**config.mk**
```make
export PLATFORM = sky130hd
export DESIGN_NAME = pll_clock_lowpower_break_ctl
export DESIGN_NICKNAME = d
export VERILOG_FILES = /design/src/design/pll_clock_lowpower_break_ctl.v
export VERILOG_INCLUDE_DIRS = /design/src /design/src/design
export SDC_FILE = /design/constraint.sdc
export NUM_CORES = 1
export LEC_CHECK = 0
export BUFFER_PORTS_ARGS = -buffer_cell sky130_fd_sc_hd__buf_2
export CORE_UTILIZATION = 46
export DETAILED_ROUTE_END_ITERATION = 8
export GPL_ROUTABILITY_DRIVEN = 0
export GPL_TIMING_DRIVEN = 0
export PLACE_DENSITY_LB_ADDON = 0.15
export SLEW_MARGIN = 20
export SYNTH_ARGS = -nofsm -noshare
export SYNTH_HDL_FRONTEND = slang
export SYNTH_SLANG_ARGS = --single-unit
```
**constraint.sdc**
```tcl
create_clock -name aclk -period 1.6 [get_ports aclk]
set_clock_uncertainty 0.1 [all_clocks]
set_input_delay 0.08 -clock aclk [delete_from_list [all_inputs] [get_ports aclk]]
set_output_delay 0.08 -clock aclk [all_outputs]
set_load 0.02 [all_outputs]
```
**src/design/clkgen_defines.vh**
```
// Purpose: Constants for the clock generator low-power and break control.
// Assumes: 32-bit AXI4-Lite register bus, word aligned.
// Notes: Offsets are byte addresses.
`ifndef CLKGEN_DEFINES_VH
`define CLKGEN_DEFINES_VH

// ----------------------------------------
// Register offsets
// ----------------------------------------
`define OFS_PLL_CONTROL 4'h0
`define OFS_BREAK_FLAG_CONTROL 4'h4
`define OFS_IRQ_STATUS 4'h8
`define OFS_IRQ_MASK 4'hc

// ----------------------------------------
// Field positions of the PLL control register
// ----------------------------------------
`define BIT_PLL_IRQ_ENABLE 7
`define BIT_LOCK_CHANGE_FLAG 6
`define BIT_PLL_POWER_ON 5
`define BIT_BASE_CLOCK_SELECT 4
`define BIT_AUTO_BANDWIDTH 3
`define BIT_OSC_RUN_IN_STOP 2
`define BIT_LOCK 1

// ----------------------------------------
// Other fields and status events
// ----------------------------------------
`define BIT_BREAK_FLAG_CLEAR_ENABLE 0
`define EV_LOCK_CHANGE 0
`define EV_STOP_ENTRY 1
`define EV_STOP_EXIT 2
`define EV_WIDTH 3

// ----------------------------------------
// Reset values
// ----------------------------------------
`define RST_PLL_CONTROL 8'h20
`define RST_BREAK_FLAG_CONTROL 1'b0
`define RST_IRQ_MASK 3'h0

// ----------------------------------------
// Bus answers
// ----------------------------------------
`define RESP_OKAY 2'b00
`define RESP_SLVERR 2'b10

`endif

```
**src/design/pll_clock_lowpower_break_ctl.v**
```verilog
// Purpose: Low-power and break behaviour of a crystal and PLL clock
//  generator, with its control bits behind an AXI4-Lite slave.
// Assumes: Wait, stop, break and lock levels come from other clock domains
//  and are synchronised here; the clock outputs are enables (1 = run).
// Notes: Fixed one-cycle bus answers; one write and one read at a time.
// Notes on behaviour
// - Wait leaves oscillator, PLL and base clock select as they were.
// - Lock-change interrupt of a powered PLL can wake wait.
// - Stop, no osc run option: oscillator and PLL off, outputs low.
// - Stop with VCO source clears base clock select; crystal takes over.
// - After stop, crystal half drives output; select stays clear.
// - Stop with osc run option: PLL off, outputs low; oscillator keeps running.
// - Break flag clear enable at one lets software clear flag in break.
// - Flag cleared during break stays cleared after break ends.
// - Enable at zero: break writes cannot clear the lock-change flag, except a write that turns auto mode off.
// - Auto mode: each lock change sets flag; interrupt only if enabled.
// - Auto mode off: no PLL interrupt, flag reads zero.
// - Select set: VCO half drives module clock; clear: crystal half.
//
// Added by the designer: the address map and the AXI4-Lite register port.
`timescale 1ns/1ps
`default_nettype none
`include "clkgen_defines.vh"

module pll_clock_lowpower_break_ctl (
	// Clock and reset
	input wire aclk,
	input wire aresetn,
	// AXI4-Lite write address
	input wire [3:0] s_axi_awaddr,
	input wire s_axi_awvalid,
	output reg s_axi_awready,
	// AXI4-Lite write data
	input wire [31:0] s_axi_wdata,
	input wire [3:0] s_axi_wstrb,
	input wire s_axi_wvalid,
	output reg s_axi_wready,
	// AXI4-Lite write response
	output reg [1:0] s_axi_bresp,
	output reg s_axi_bvalid,
	input wire s_axi_bready,
	// AXI4-Lite read address
	input wire [3:0] s_axi_araddr,
	input wire s_axi_arvalid,
	output reg s_axi_arready,
	// AXI4-Lite read data
	output reg [31:0] s_axi_rdata,
	output reg [1:0] s_axi_rresp,
	output reg s_axi_rvalid,
	input wire s_axi_rready,
	// Core and integration module levels
	input wire wait_mode,
	input wire stop_mode,
	input wire break_state,
	input wire pll_lock_in,
	// Clock generator outputs
	output reg osc_enable,
	output reg pll_enable,
	output reg crystal_clock_out,
	output reg module_clock_out,
	output reg module_clock_from_vco,
	output reg pll_irq_out,
	output reg irq
);

	// ----------------------------------------
	// Input synchronisers
	// ----------------------------------------
	reg [3:0] sync1_reg;
	reg [3:0] sync2_reg;
	wire wait_s = sync2_reg[0];
	wire stop_s = sync2_reg[1];
	wire brk_s = sync2_reg[2];
	wire lock_s = sync2_reg[3];

	always @(posedge aclk) begin
		if (!aresetn) begin
			sync1_reg <= 4'h0;
			sync2_reg <= 4'h0;
		end else begin
			sync1_reg <= {pll_lock_in, break_state, stop_mode, wait_mode};
			sync2_reg <= sync1_reg;
		end
	end

	// ----------------------------------------
	// Control state
	// ----------------------------------------
	reg pll_irq_enable_reg;
	reg pll_lock_change_flag_reg;
	reg pll_power_on_reg;
	reg base_clock_select_reg;
	reg auto_bw_reg;
	reg osc_run_in_stop_reg;
	reg break_flag_clear_enable_reg;
	// Reset image of the control register, split into its bits below
	localparam [7:0] CTL_RST = `RST_PLL_CONTROL;
	reg [`EV_WIDTH-1:0] mask_reg;
	reg lock_prev_reg;
	reg stop_prev_reg;

	// Lock only has meaning in auto mode with the PLL powered
	wire lock_eff = lock_s & auto_bw_reg & pll_power_on_reg & ~stop_s;
	wire lock_changed = auto_bw_reg & (lock_eff ^ lock_prev_reg);
	wire stop_rise = stop_s & ~stop_prev_reg;
	wire stop_fall = ~stop_s & stop_prev_reg;

	// ----------------------------------------
	// Write channel
	// ----------------------------------------
	reg aw_held_reg;
	reg [3:0] aw_addr_reg;
	reg w_held_reg;
	reg [31:0] w_data_reg;
	reg [3:0] w_strb_reg;

	wire do_write = aw_held_reg & w_held_reg & ~s_axi_bvalid;
	wire wr_lane0 = do_write & w_strb_reg[0];
	wire wr_ctl = wr_lane0 & (aw_addr_reg == `OFS_PLL_CONTROL);
	wire wr_bfc = wr_lane0 & (aw_addr_reg == `OFS_BREAK_FLAG_CONTROL);
	wire wr_sts = wr_lane0 & (aw_addr_reg == `OFS_IRQ_STATUS);
	wire wr_msk = wr_lane0 & (aw_addr_reg == `OFS_IRQ_MASK);
	wire wr_known = (aw_addr_reg == `OFS_PLL_CONTROL) |
		(aw_addr_reg == `OFS_BREAK_FLAG_CONTROL) |
		(aw_addr_reg == `OFS_IRQ_STATUS) |
		(aw_addr_reg == `OFS_IRQ_MASK);
	// Break protection of the flag clear
	wire flag_clear_ok = ~brk_s | break_flag_clear_enable_reg;
	wire flag_clear = wr_ctl & ~w_data_reg[`BIT_LOCK_CHANGE_FLAG] &
		flag_clear_ok;

	always @(posedge aclk) begin
		if (!aresetn) begin
			aw_held_reg <= 1'b0;
			aw_addr_reg <= 4'h0;
			w_held_reg <= 1'b0;
			w_data_reg <= 32'h0;
			w_strb_reg <= 4'h0;
			s_axi_awready <= 1'b0;
			s_axi_wready <= 1'b0;
			s_axi_bvalid <= 1'b0;
			s_axi_bresp <= `RESP_OKAY;
		end else begin
			s_axi_awready <= ~aw_held_reg & ~s_axi_awready & s_axi_awvalid;
			s_axi_wready <= ~w_held_reg & ~s_axi_wready & s_axi_wvalid;
			if (s_axi_awvalid & s_axi_awready) begin
				aw_held_reg <= 1'b1;
				aw_addr_reg <= {s_axi_awaddr[3:2], 2'b00};
			end
			if (s_axi_wvalid & s_axi_wready) begin
				w_held_reg <= 1'b1;
				w_data_reg <= s_axi_wdata;
				w_strb_reg <= s_axi_wstrb;
			end
			if (do_write) begin
				s_axi_bvalid <= 1'b1;
				s_axi_bresp <= wr_known ? `RESP_OKAY : `RESP_SLVERR;
			end else if (s_axi_bvalid & s_axi_bready) begin
				s_axi_bvalid <= 1'b0;
				aw_held_reg <= 1'b0;
				w_held_reg <= 1'b0;
			end
		end
	end

	// ----------------------------------------
	// Control bits, flag and stop handling
	// ----------------------------------------
	always @(posedge aclk) begin
		if (!aresetn) begin
			pll_irq_enable_reg <= CTL_RST[`BIT_PLL_IRQ_ENABLE];
			pll_lock_change_flag_reg <= CTL_RST[`BIT_LOCK_CHANGE_FLAG];
			pll_power_on_reg <= CTL_RST[`BIT_PLL_POWER_ON];
			base_clock_select_reg <= CTL_RST[`BIT_BASE_CLOCK_SELECT];
			auto_bw_reg <= CTL_RST[`BIT_AUTO_BANDWIDTH];
			osc_run_in_stop_reg <= CTL_RST[`BIT_OSC_RUN_IN_STOP];
			break_flag_clear_enable_reg <= `RST_BREAK_FLAG_CONTROL;
			mask_reg <= `RST_IRQ_MASK;
			lock_prev_reg <= 1'b0;
			stop_prev_reg <= 1'b0;
		end else begin
			lock_prev_reg <= lock_eff;
			stop_prev_reg <= stop_s;
			// Wait is not looked at: config stays as software left it
			if (wr_ctl) begin
				pll_irq_enable_reg <= w_data_reg[`BIT_PLL_IRQ_ENABLE];
				pll_power_on_reg <= w_data_reg[`BIT_PLL_POWER_ON];
				base_clock_select_reg <= w_data_reg[`BIT_BASE_CLOCK_SELECT];
				auto_bw_reg <= w_data_reg[`BIT_AUTO_BANDWIDTH];
				osc_run_in_stop_reg <= w_data_reg[`BIT_OSC_RUN_IN_STOP];
			end
			// Stop forces the crystal source; stays clear afterwards
			if (stop_s)
				base_clock_select_reg <= 1'b0;
			if (wr_bfc)
				break_flag_clear_enable_reg <=
					w_data_reg[`BIT_BREAK_FLAG_CLEAR_ENABLE];
			if (wr_msk)
				mask_reg <= w_data_reg[`EV_WIDTH-1:0];
			// Auto mode off clears; otherwise set wins over clear, and a later lock change sets it again
			if (!auto_bw_reg)
				pll_lock_change_flag_reg <= 1'b0;
			else if (lock_changed)
				pll_lock_change_flag_reg <= 1'b1;
			else if (flag_clear)
				pll_lock_change_flag_reg <= 1'b0;
		end
	end

	// ----------------------------------------
	// Sticky status bits, one per event
	// ----------------------------------------
	wire [`EV_WIDTH-1:0] ev_set = {stop_fall, stop_rise, lock_changed};
	wire [`EV_WIDTH-1:0] ev_clr = wr_sts ? w_data_reg[`EV_WIDTH-1:0] :
		{`EV_WIDTH{1'b0}};
	wire [`EV_WIDTH-1:0] status_bits;
	genvar gi;

	generate
		for (gi = 0; gi < `EV_WIDTH; gi = gi + 1) begin : g_status
			reg sticky_reg;
			// Set wins, so an event in the clearing cycle is not lost
			always @(posedge aclk) begin
				if (!aresetn) begin
					sticky_reg <= 1'b0;
				end else if (ev_set[gi]) begin
					sticky_reg <= 1'b1;
				end else if (ev_clr[gi]) begin
					sticky_reg <= 1'b0;
				end
			end
			assign status_bits[gi] = sticky_reg;
		end
	endgenerate

	// ----------------------------------------
	// Outputs
	// ----------------------------------------
	always @(posedge aclk) begin
		if (!aresetn) begin
			osc_enable <= 1'b0;
			pll_enable <= 1'b0;
			crystal_clock_out <= 1'b0;
			module_clock_out <= 1'b0;
			module_clock_from_vco <= 1'b0;
			pll_irq_out <= 1'b0;
			irq <= 1'b0;
		end else begin
			osc_enable <= ~stop_s | osc_run_in_stop_reg;
			pll_enable <= pll_power_on_reg & ~stop_s;
			crystal_clock_out <= ~stop_s;
			module_clock_out <= ~stop_s;
			module_clock_from_vco <= base_clock_select_reg & ~stop_s;
			// Works in wait too, so a lock change can wake the core
			pll_irq_out <= ~stop_s & auto_bw_reg & pll_irq_enable_reg &
				pll_lock_change_flag_reg;
			irq <= |(status_bits & mask_reg);
		end
	end

	// ----------------------------------------
	// Read channel
	// ----------------------------------------
	always @(posedge aclk) begin
		if (!aresetn) begin
			s_axi_arready <= 1'b0;
			s_axi_rvalid <= 1'b0;
			s_axi_rdata <= 32'h0;
			s_axi_rresp <= `RESP_OKAY;
		end else begin
			s_axi_arready <= ~s_axi_rvalid & ~s_axi_arready & s_axi_arvalid;
			if (s_axi_arvalid & s_axi_arready) begin
				s_axi_rvalid <= 1'b1;
				s_axi_rresp <= `RESP_OKAY;
				case ({s_axi_araddr[3:2], 2'b00})
				`OFS_PLL_CONTROL: begin
					s_axi_rdata <= {24'h0, pll_irq_enable_reg,
						pll_lock_change_flag_reg & auto_bw_reg,
						pll_power_on_reg, base_clock_select_reg, auto_bw_reg,
						osc_run_in_stop_reg, lock_eff, 1'b0};
				end
				`OFS_BREAK_FLAG_CONTROL: begin
					s_axi_rdata <= {31'h0, break_flag_clear_enable_reg};
				end
				`OFS_IRQ_STATUS: begin
					s_axi_rdata <= {29'h0, status_bits};
				end
				`OFS_IRQ_MASK: begin
					s_axi_rdata <= {29'h0, mask_reg};
				end
				default: begin
					s_axi_rdata <= 32'h0;
					s_axi_rresp <= `RESP_SLVERR;
				end
				endcase
			end else if (s_axi_rvalid & s_axi_rready) begin
				s_axi_rvalid <= 1'b0;
			end
		end
	end

endmodule

`default_nettype wire

```
==> impl_metrics.tcl, run 1 <==
set metrics [dict create \
    start_util_pct 48.7 \
    async_reset_ff_share_pct 0 \
    top_layer "met4" \
    syn-cell-area_um2 2160 \
    numClockSinks 54 \
    drv_cap 0 \
    crit_required_ps 1680 \
    std_cell_rows 24 \
    ir_drop_mv 0.864 \
    ys_types 31 \
    synth_edf_count 0 \
    layout-drive-gt1-share_pct 24.9 \
    p_per_area_nw_per_um2 910 \
    clk_latency_ps 300 \
    fin_crit_sh_pct 90.6 \
    yosysSeqAreaShare_pct 50.0 \
    grt_pass1_wl_um 7470 \
    cp_max_fo 10 \
    drtIter0Drc 159 \
    cts_buffer_depth 2 \
    stdcell_count 401 \
    grt_pass1_vias 1640 \
    period_minus_slack_ps 1450 \
    violations "DRC" \
    cts_made_buffers 5 \
    post-place-cells 370 \
    worst_pin_slew_ps 520 \
    tns_ps 0 \
    wl_met1_um 2180 \
    dp_hpwl_um 3180 \
    ys_warn_count 0 \
    antenna_cells 0 \
    final_util_pct 65.1 \
    die_area_um2 4980 \
    status "finished, violations left" \
    area_growth_pct 33.8 \
    leakage_nw 1.26 \
    grt_antenna_before_repair 0 \
    routed_via_density 4.72 \
    core_area_um2 4440 \
    portBuffers 43 \
    multi_input_area_um2 920 \
    cts-root-buf "clkbuf_8" \
    nFillCells 395 \
    max_freq_mhz 690 \
    start_kind "flop" \
    setup_violations 0 \
    critPathCaptureType "flop" \
    slew_viol_final 0 \
    wl_per_cell_um 11.5 \
    ios 103 \
    routed_wirelength_um 4590 \
    cts_resized 0 \
    slew_headroom_pct 65.4 \
    ys.flop_type "dfxtp_1" \
    vias 1892 \
    cts_tree "built" \
    grt_overflow_total 0 \
    antenna_left 0 \
    hold_violations 0 \
    cts.reportedPaths.clkPinSlew_ps 90 \
    wl_met2_um 2120 \
    grt_max_degree 16 \
    rsz0062_at_grt "false" \
    ys_seq_elements 54 \
    grt_usage_pct 19.1 \
    postSynthCellCount 249 \
    die_y_um 70.6 \
    arrival_ps 1530 \
    die_w_um 70.6 \
    drc 14 \
    nets 404 \
    synth_area_per_cell_um2 8.69 \
    first_pass_iters 6 \
    seq_area_um2 1080 \
    met3_length_um 251 \
    htreeDepth 2 \
    worstSetupPathType "reg -> reg" \
    hold_path.class "in -> reg" \
]
-- cell usage in the layout, fill, tap and decap left out, types with 4 or more instances in the layout --
cell type,instances
clkbuf_1,6
and2_1,11
nand4_1,5
dfxtp_1,54
nor2_1,8
nand2_1,42
conb_1,27
buf_4,28
dlygate4sd3_1,24
o21ai_0,11
nand2b_1,4
buf_2,47
a21oi_1,31
nor3_1,4
nand3_1,13
clkbuf_8,6
-- timing repair --
item                                   in CTS  in global routing
hold buffers                               24                  0
endpoints found under the hold margin      23                  0
buffers inserted                            0                  0
-- power breakdown --
group	switching, W	internal, W	leakage [nW]	total, W
Combinational	0.000170	0.000145	0.767	0.000315
Clock	0.000417	0.000501	0.0573	0.000918
Sequential	0.0000229	0.00138	0.439	0.00140
Total	0.000610	0.00202	1.26	0.00263
-- cell type report --
type / count / area share, %
Sequential cell: 54 / 37.4
Multi-Input combinational cell: 181 / 31.8
Timing Repair Buffer: 67 / 15.7
Buffer: 38 / 8.73
Clock buffer: 6 / 2.85
Tap cell: 52 / 2.25
Clock inverter: 1 / 1.04
Inverter: 2 / 0.259
-- per-layer routing --
layer | up-vias | track usage [%]
li1 | 992 | -
met1 | 843 | 25.1
met2 | 53 | 31.8
met3 | 4 | 3.42
met4 | 0 | 6.67
met5 | - | 0
-- synthesized netlist by cell type (2+ instances only) --
cell type,instances,area (µm²)
nor3_1,4,20.0
nor2b_1,2,12.5
a31oi_1,2,12.5
or2b_1,2,15.0
nor2_1,8,30.0
nand3b_1,2,15.0
o31ai_1,3,22.5
and2_1,11,68.8
o21ai_0,11,55.1
nand2b_1,4,25.0
buf_2,4,20.0
mux2_2,3,33.8
buf_4,28,210
inv_1,2,7.51
a21oi_1,31,155
nand3_1,13,65.1
clkbuf_1,6,22.5
nand4b_1,2,17.5
nand4_1,5,31.3
nand2_1,42,158
dfxtp_1,54,1080
-- cells by family (layout without fill, tap and decap cells) --
kind of cell | count (synthesis) | after routing | share of synthesized area (%)
AO/OA/AOI/OAI | 51 | 51 | 13.0
buffers and inverters | 40 | 114 | 12.0
flip-flops | 54 | 54 | 50.0
multiplexers | 4 | 4 | 2.26
other | 1 | 27 | 0.173
AND/OR/NAND/NOR | 99 | 99 | 22.6
-- worst max-delay path, stage by stage, from the launching register on --
cell,delay (ps)
dfxtp_1,420
nand4b_1,240
buf_2,250
o31ai_1,230
a21oi_1,90
-- per-stage QoR --
stage | power, W | hold slack (ps) | instance area, µm² | worst slack (ps)
after CTS | 0.00264 | 2.48 | 2890 | 130
after global routing | 0.00273 | 5.79 | 2890 | 42.9
final | 0.00263 | 12.8 | 2890 | 151
after detailed placement | 0.00170 | 189 | 2540 | 137
after floorplan | 0.00163 | 98.3 | 2260 | 261
after global placement | 0.00170 | 191 | 2540 | 151
-- path summary, 6_finish.rpt --
| kind | start | end | slack (ps) | cells past startpoint |
|---|---|---|---|---|
| min | aresetn | s_axi_rdata[0]$_SDFFE_PN0P_ | 10 | 3 |
| max reg2reg | w_held_reg$_SDFF_PN0_ | g_status[0].sticky_reg$_SDFFE_PN0P_ | 150 | 4 |
| max | w_held_reg$_SDFF_PN0_ | g_status[0].sticky_reg$_SDFFE_PN0P_ | 150 | 4 |
| min reg2reg | sync1_reg[2]$_SDFF_PN0_ | sync2_reg[2]$_SDFF_PN0_ | 340 | 1 |
No activity file was read; power rests on OpenSTA's default activity.
==> run 2: changes to the inputs <==
--- a/config.mk
+++ b/config.mk
@@ -6,9 +6,9 @@
 export SDC_FILE = /design/constraint.sdc
 export NUM_CORES = 1
 export LEC_CHECK = 0
-export BUFFER_PORTS_ARGS = -buffer_cell sky130_fd_sc_hd__buf_2
-export CORE_UTILIZATION = 46
+export CORE_UTILIZATION = 61
 export DETAILED_ROUTE_END_ITERATION = 8
+export DONT_BUFFER_PORTS = 1
 export GPL_ROUTABILITY_DRIVEN = 0
 export GPL_TIMING_DRIVEN = 0
 export PLACE_DENSITY_LB_ADDON = 0.15
==> run 2 against run 1 <==
Against the previous run: the run now ends clean; register-to-register slack got worse by 60 ps; utilization is 13 points higher; worst hold slack worse by 6.0 ps; critical path depth did not move; via count fell by 2.8%; sequential share of layout area increased by 3.8 points; maximum frequency down 4.1%; non-clock buffer count decreased by 41; die area decreased by 24%; sequential power is essentially flat; cell area fell by 9.2%; highest routed layer unchanged.
==> impl_metrics.tcl, run 2 (same netlist as run 1, synthesis figures left out) <==
set metrics [dict create \
    routed_via_density 5.19 \
    cts_buffer_depth 2 \
    nFillCells 244 \
    layout_common_cells "dfxtp_1 (53), nand2_1 (42), a21oi_1 (31)" \
    cp_max_fo 6 \
    max_freq_mhz 662 \
    htreeDepth 2 \
    cts-root-buf "clkbuf_4" \
    hold_violations 0 \
    whs_path_depth 3 \
    cts_tree "built" \
    reg2reg_depth 4 \
    grt_usage_pct 26.9 \
    die_w_um 61.6 \
    timing.rr.start "s_axi_bvalid$_SDFFE_PN0P_" \
    vias 1839 \
    ir_drop_mv 0.682 \
    ff2ff_setup_slack_ps 90 \
    worstSetupPathType "reg -> reg" \
    drc 0 \
    worst_pin_slew_ps 505 \
    grt_antenna_before_repair 0 \
    clk_latency_ps 370 \
    p_per_area_nw_per_um2 850 \
    std_cell_rows 21 \
    start_kind "flop" \
    stdcell_count 354 \
    worst_hold_slack_ps 6.80 \
    grt_pass1_vias 1673 \
    setup_violations 0 \
    wl_per_cell_um 13.1 \
    grt_max_degree 15 \
    status "finished, final reports clean" \
    grt_pass1_wl_um 7310 \
    multi_input_area_um2 920 \
    crit_required_ps 1750 \
    die_y_um 61.6 \
    hp-start "s_axi_araddr[2]" \
    grt_overflow_total 0 \
    fin_crit_sh_pct 94.5 \
    portBuffers 0 \
    arrival_ps 1660 \
    leakage_nw 1.05 \
    routed_wirelength_um 4640 \
    final_common_cell "dfxtp_1" \
    first_pass_iters 4 \
    dp_hpwl_um 2940 \
    drv_cap 0 \
    ios 103 \
    antenna_cells 0 \
    nets 363 \
    slew_headroom_pct 66.4 \
    period_minus_slack_ps 1510 \
    numClockSinks 54 \
    hold_path.class "in -> reg" \
    core_area_um2 3360 \
    post-place-cells 321 \
    cts.reportedPaths.clkPinSlew_ps 140 \
    start_util_pct 64.3 \
    cts_made_buffers 5 \
    slew_viol_final 0 \
    seq_area_um2 1080 \
    area_growth_pct 21.5 \
    die_area_um2 3790 \
    r2r-end "g_status[2].sticky_reg$_SDFFE_PN0P_" \
    antenna_left 0 \
    drtIter0Drc 111 \
    layout-drive-gt1-share_pct 14.3 \
    hold_path_end "s_axi_rdata[1]$_SDFFE_PN0P_" \
    critPathCaptureType "flop" \
]
==> run 2: cell types whose count changed in the layout (fill, tap and decap cells not counted), sizes merged <==
cell	previous run	this run
buf	75	33
bufinv	1	0
clkbuf	12	13
dlygate4sd3	24	25
==> run 2: what timing repair did <==
action / 4_1_cts / 5_1_grt
hold buffers: 25 / 0
resized for setup: 0 / 4
buffers inserted: 0 / 1
endpoints found under the setup margin: 0 / 10
endpoints found under the hold margin: 38 / 0
==> run 2: per-stage QoR <==
stage | instance area, µm² | setup slack, ps | total power [W] | TNS (ps) | utilization, %
floorplan | 2260 | 261 | 0.00163 | 0 | -
global placement | 2320 | 77.2 | 0.00165 | 0 | 68.9
detailed placement | 2320 | 72.0 | 0.00165 | 0 | 68.9
CTS | 2610 | 50.9 | 0.00224 | 0 | 77.7
global route | 2630 | -30.5 | 0.00233 | -60.6 | 78.2
finish | 2630 | 88.3 | 0.00223 | 0 | 78.2
==> run 2: where the power goes <==
group | total, W | internal (W) | switching (W)
Sequential | 0.00142 | 0.00138 | 0.0000444
Clock | 0.000549 | 0.000167 | 0.000382
Combinational | 0.000261 | 0.000119 | 0.000142
==> run 2: how the worst max path moves through the flow <==
stage,endpoint,cells after the start,from
detailed placement,g_status[0].sticky_reg$_SDFFE_PN0P_,4,s_axi_bvalid$_SDFFE_PN0P_
global route,g_status[0].sticky_reg$_SDFFE_PN0P_,4,w_held_reg$_SDFF_PN0_
floorplan,g_status[0].sticky_reg$_SDFFE_PN0P_,4,s_axi_bvalid$_SDFFE_PN0P_
CTS,g_status[0].sticky_reg$_SDFFE_PN0P_,4,s_axi_bvalid$_SDFFE_PN0P_
global placement,g_status[0].sticky_reg$_SDFFE_PN0P_,4,s_axi_bvalid$_SDFFE_PN0P_
finish,g_status[2].sticky_reg$_SDFFE_PN0P_,4,s_axi_bvalid$_SDFFE_PN0P_
==> run 2: layout make-up <==
cell class | instances | area share [%]
clock buffer | 7 | 1.71
inverter | 2 | 0.286
multi-input combinational | 181 | 35.0
sequential | 54 | 41.2
tap | 46 | 2.19
buffer | 38 | 9.85
timing repair buffer | 26 | 9.80
==> run 2: layer usage <==
layer  global-route usage (%)  wire [µm]
met3                     5.67        359
met2                     47.0       2350
met5                        0          0
met1                     31.5       1880
met4                     12.7         55
==> run 2: worst max-delay path, cell delays in order, from the launching register on <==
cell and delay [ps]:
dfxtp_2 410, nand4b_1 340, buf_4 230, o31ai_1 230, a21oi_1 100
==> run 3: changes to the inputs <==
==> constraint.sdc (replaced) <==
create_clock -name aclk -period 1.6 [get_ports aclk]
set_clock_uncertainty 0.1 [all_clocks]
set_input_delay 0.24 -clock aclk [delete_from_list [all_inputs] [get_ports aclk]]
set_output_delay 0.24 -clock aclk [all_outputs]
set_load 0.02 [all_outputs]
==> run 3 against run 2 <==
Against the previous run: final cell count stayed put; wire length grew 0.60%; die area stayed put; sequential power hardly changed; cell area did not move; non-clock buffer count is the same; worst hold slack gained 45 ps; via count is 0.33% higher; flip-flop and latch count stayed put; critical path depth is the same; setup slack better by 11 ps; sequential share of layout area unchanged; critical path type unchanged; highest routed layer unchanged.
==> impl_metrics.tcl, run 3 (same netlist as run 1, synthesis figures left out) <==
set metrics [dict create \
    status "finished, final reports clean" \
    setup_violations 0 \
    max_freq_mhz 666 \
    drv_cap 0 \
    drc 0 \
    routed_via_density 5.21 \
    numClockSinks 54 \
    worstSetupPathType "reg -> reg" \
    drtIter0Drc 109 \
    post-place-cells 321 \
    pwr-share-seq_pct 63.7 \
    critPathCaptureType "flop" \
    critical_path.max_stage_delay_ps 410 \
    cts_made_buffers 5 \
    nets 363 \
    p_per_area_nw_per_um2 851 \
    layout-drive-gt1-share_pct 14.3 \
    p_sw_w 0.000570 \
    final.setup.worst_slack_ps 98.9 \
    crit_required_ps 1750 \
    met3_length_um 365 \
    layout_common_cells "dfxtp_1 (53), nand2_1 (42), a21oi_1 (31)" \
    clk_latency_ps 370 \
    worst_pin_slew_ps 504 \
    cts-root-buf "clkbuf_4" \
    placed_cell_area_um2 2320 \
    stdcell_count 354 \
    postLayoutCellArea_um2 2630 \
    crit_path_top_delay_cell "dfxtp_2" \
    dp_hpwl_um 2940 \
    crit_chain "nand4b_1 -> buf_4 -> o31ai_1 -> a21oi_1" \
    grt_max_degree 15 \
    nFillCells 244 \
    p_sw_share_pct 25.5 \
    htreeDepth 2 \
    cts_tree "built" \
    grt_usage_pct 27.0 \
    cts.reportedPaths.clkPinSlew_ps 140 \
    period_minus_slack_ps 1500 \
    antenna_left 0 \
    cp_max_fo 6 \
    start_util_pct 64.3 \
    die_area_um2 3790 \
    slew_viol_final 0 \
    hold_violations 0 \
    grt_overflow_total 0 \
    leakage_nw 1.05 \
    area_growth_pct 21.5 \
    dp_worst_setup_slack_ps 72.0 \
    p_comb_share_pct 11.6 \
    routed_wirelength_um 4670 \
    first_pass_iters 5 \
    top_layer "met4" \
    final_util_pct 78.2 \
    grt_antenna_before_repair 0 \
    hold_path.class "in -> reg" \
    grt_pass1_wl_um 7330 \
    ff2ff_setup_slack_ps 100 \
    final_common_cell "dfxtp_1" \
    fin_crit_sh_pct 93.8 \
    cts_buffer_depth 2 \
    core_area_um2 3360 \
    pwr-share-clk_pct 24.7 \
    die_y_um 61.6 \
    std_cell_rows 21 \
    die_w_um 61.6 \
    internal-power_w 0.00167 \
    wl_per_cell_um 13.2 \
    ir_drop_mv 0.682 \
    vias 1845 \
    slew_headroom_pct 66.4 \
    arrival_ps 1650 \
    portBuffers 0 \
    wl_met1_um 1930 \
    wl_met2_um 2320 \
    ios 103 \
    grt_pass1_vias 1677 \
    worst_hold_slack_ps 51.5 \
    start_kind "flop" \
    antenna_cells 0 \
]
## run 3: per-layer routing
| layer | vias up | GRT usage [%] |
|---|---|---|
| met4 | 0 | 12.7 |
| met1 | 852 | 31.8 |
| met3 | 5 | 5.67 |
| met5 | - | 0 |
| li1 | 906 | - |
| met2 | 82 | 47.0 |
## run 3: timing repair
item,4_1_cts,5_1_grt
buffers inserted,0,1
hold buffers,25,0
resized for setup,0,4
setup endpoints to repair,0,10
endpoints found under the hold margin,29,0
## run 3: area by class of cell
| type | instances | area, µm² | share of cell area [%] |
|---|---|---|---|
| buffer | 38 | 259 | 9.85 |
| clock buffer | 7 | 45.0 | 1.71 |
| inverter | 2 | 7.51 | 0.286 |
| multi-input combinational | 181 | 920 | 35.0 |
| sequential | 54 | 1080 | 41.2 |
| tap | 46 | 57.6 | 2.19 |
| timing repair buffer | 26 | 258 | 9.80 |
## run 3: power groups by stage
stage | Clock [W] | Combinational (W) | Sequential [W]
finish | 0.000553 | 0.000259 | 0.00142
global route | 0.000608 | 0.000287 | 0.00143
detailed placement | 0 | 0.000200 | 0.00145
CTS | 0.000566 | 0.000252 | 0.00142
global placement | 0 | 0.000198 | 0.00145
floorplan | 0 | 0.000181 | 0.00144
## run 3: path summary, 6_finish.rpt
path / startpoint / endpoint / cells after the start
worst max-delay path: s_axi_bvalid$_SDFFE_PN0P_ / g_status[2].sticky_reg$_SDFFE_PN0P_ / 4
worst min-delay path: s_axi_araddr[2] / s_axi_rdata[3]$_SDFFE_PN0P_ / 3
worst max register to register: s_axi_bvalid$_SDFFE_PN0P_ / g_status[2].sticky_reg$_SDFFE_PN0P_ / 4
worst min register to register: sync1_reg[3]$_SDFF_PN0_ / sync2_reg[3]$_SDFF_PN0_ / 1
## run 3: stage by stage
step,total power (W),TNS (ps)
finish,0.00224,0
global placement,0.00165,0
global route,0.00232,-60.6
CTS,0.00224,0
floorplan,0.00163,0
detailed placement,0.00165,0
## run 3: worst max-delay path, delay by kind of cell, from the launching register on
kind / cells / cell delay (ps)
buffers and inverters: 1 / 220
and+or+nand+nor: 1 / 340
DFF: 1 / 410
AOI/OAI and AO/OA: 2 / 320
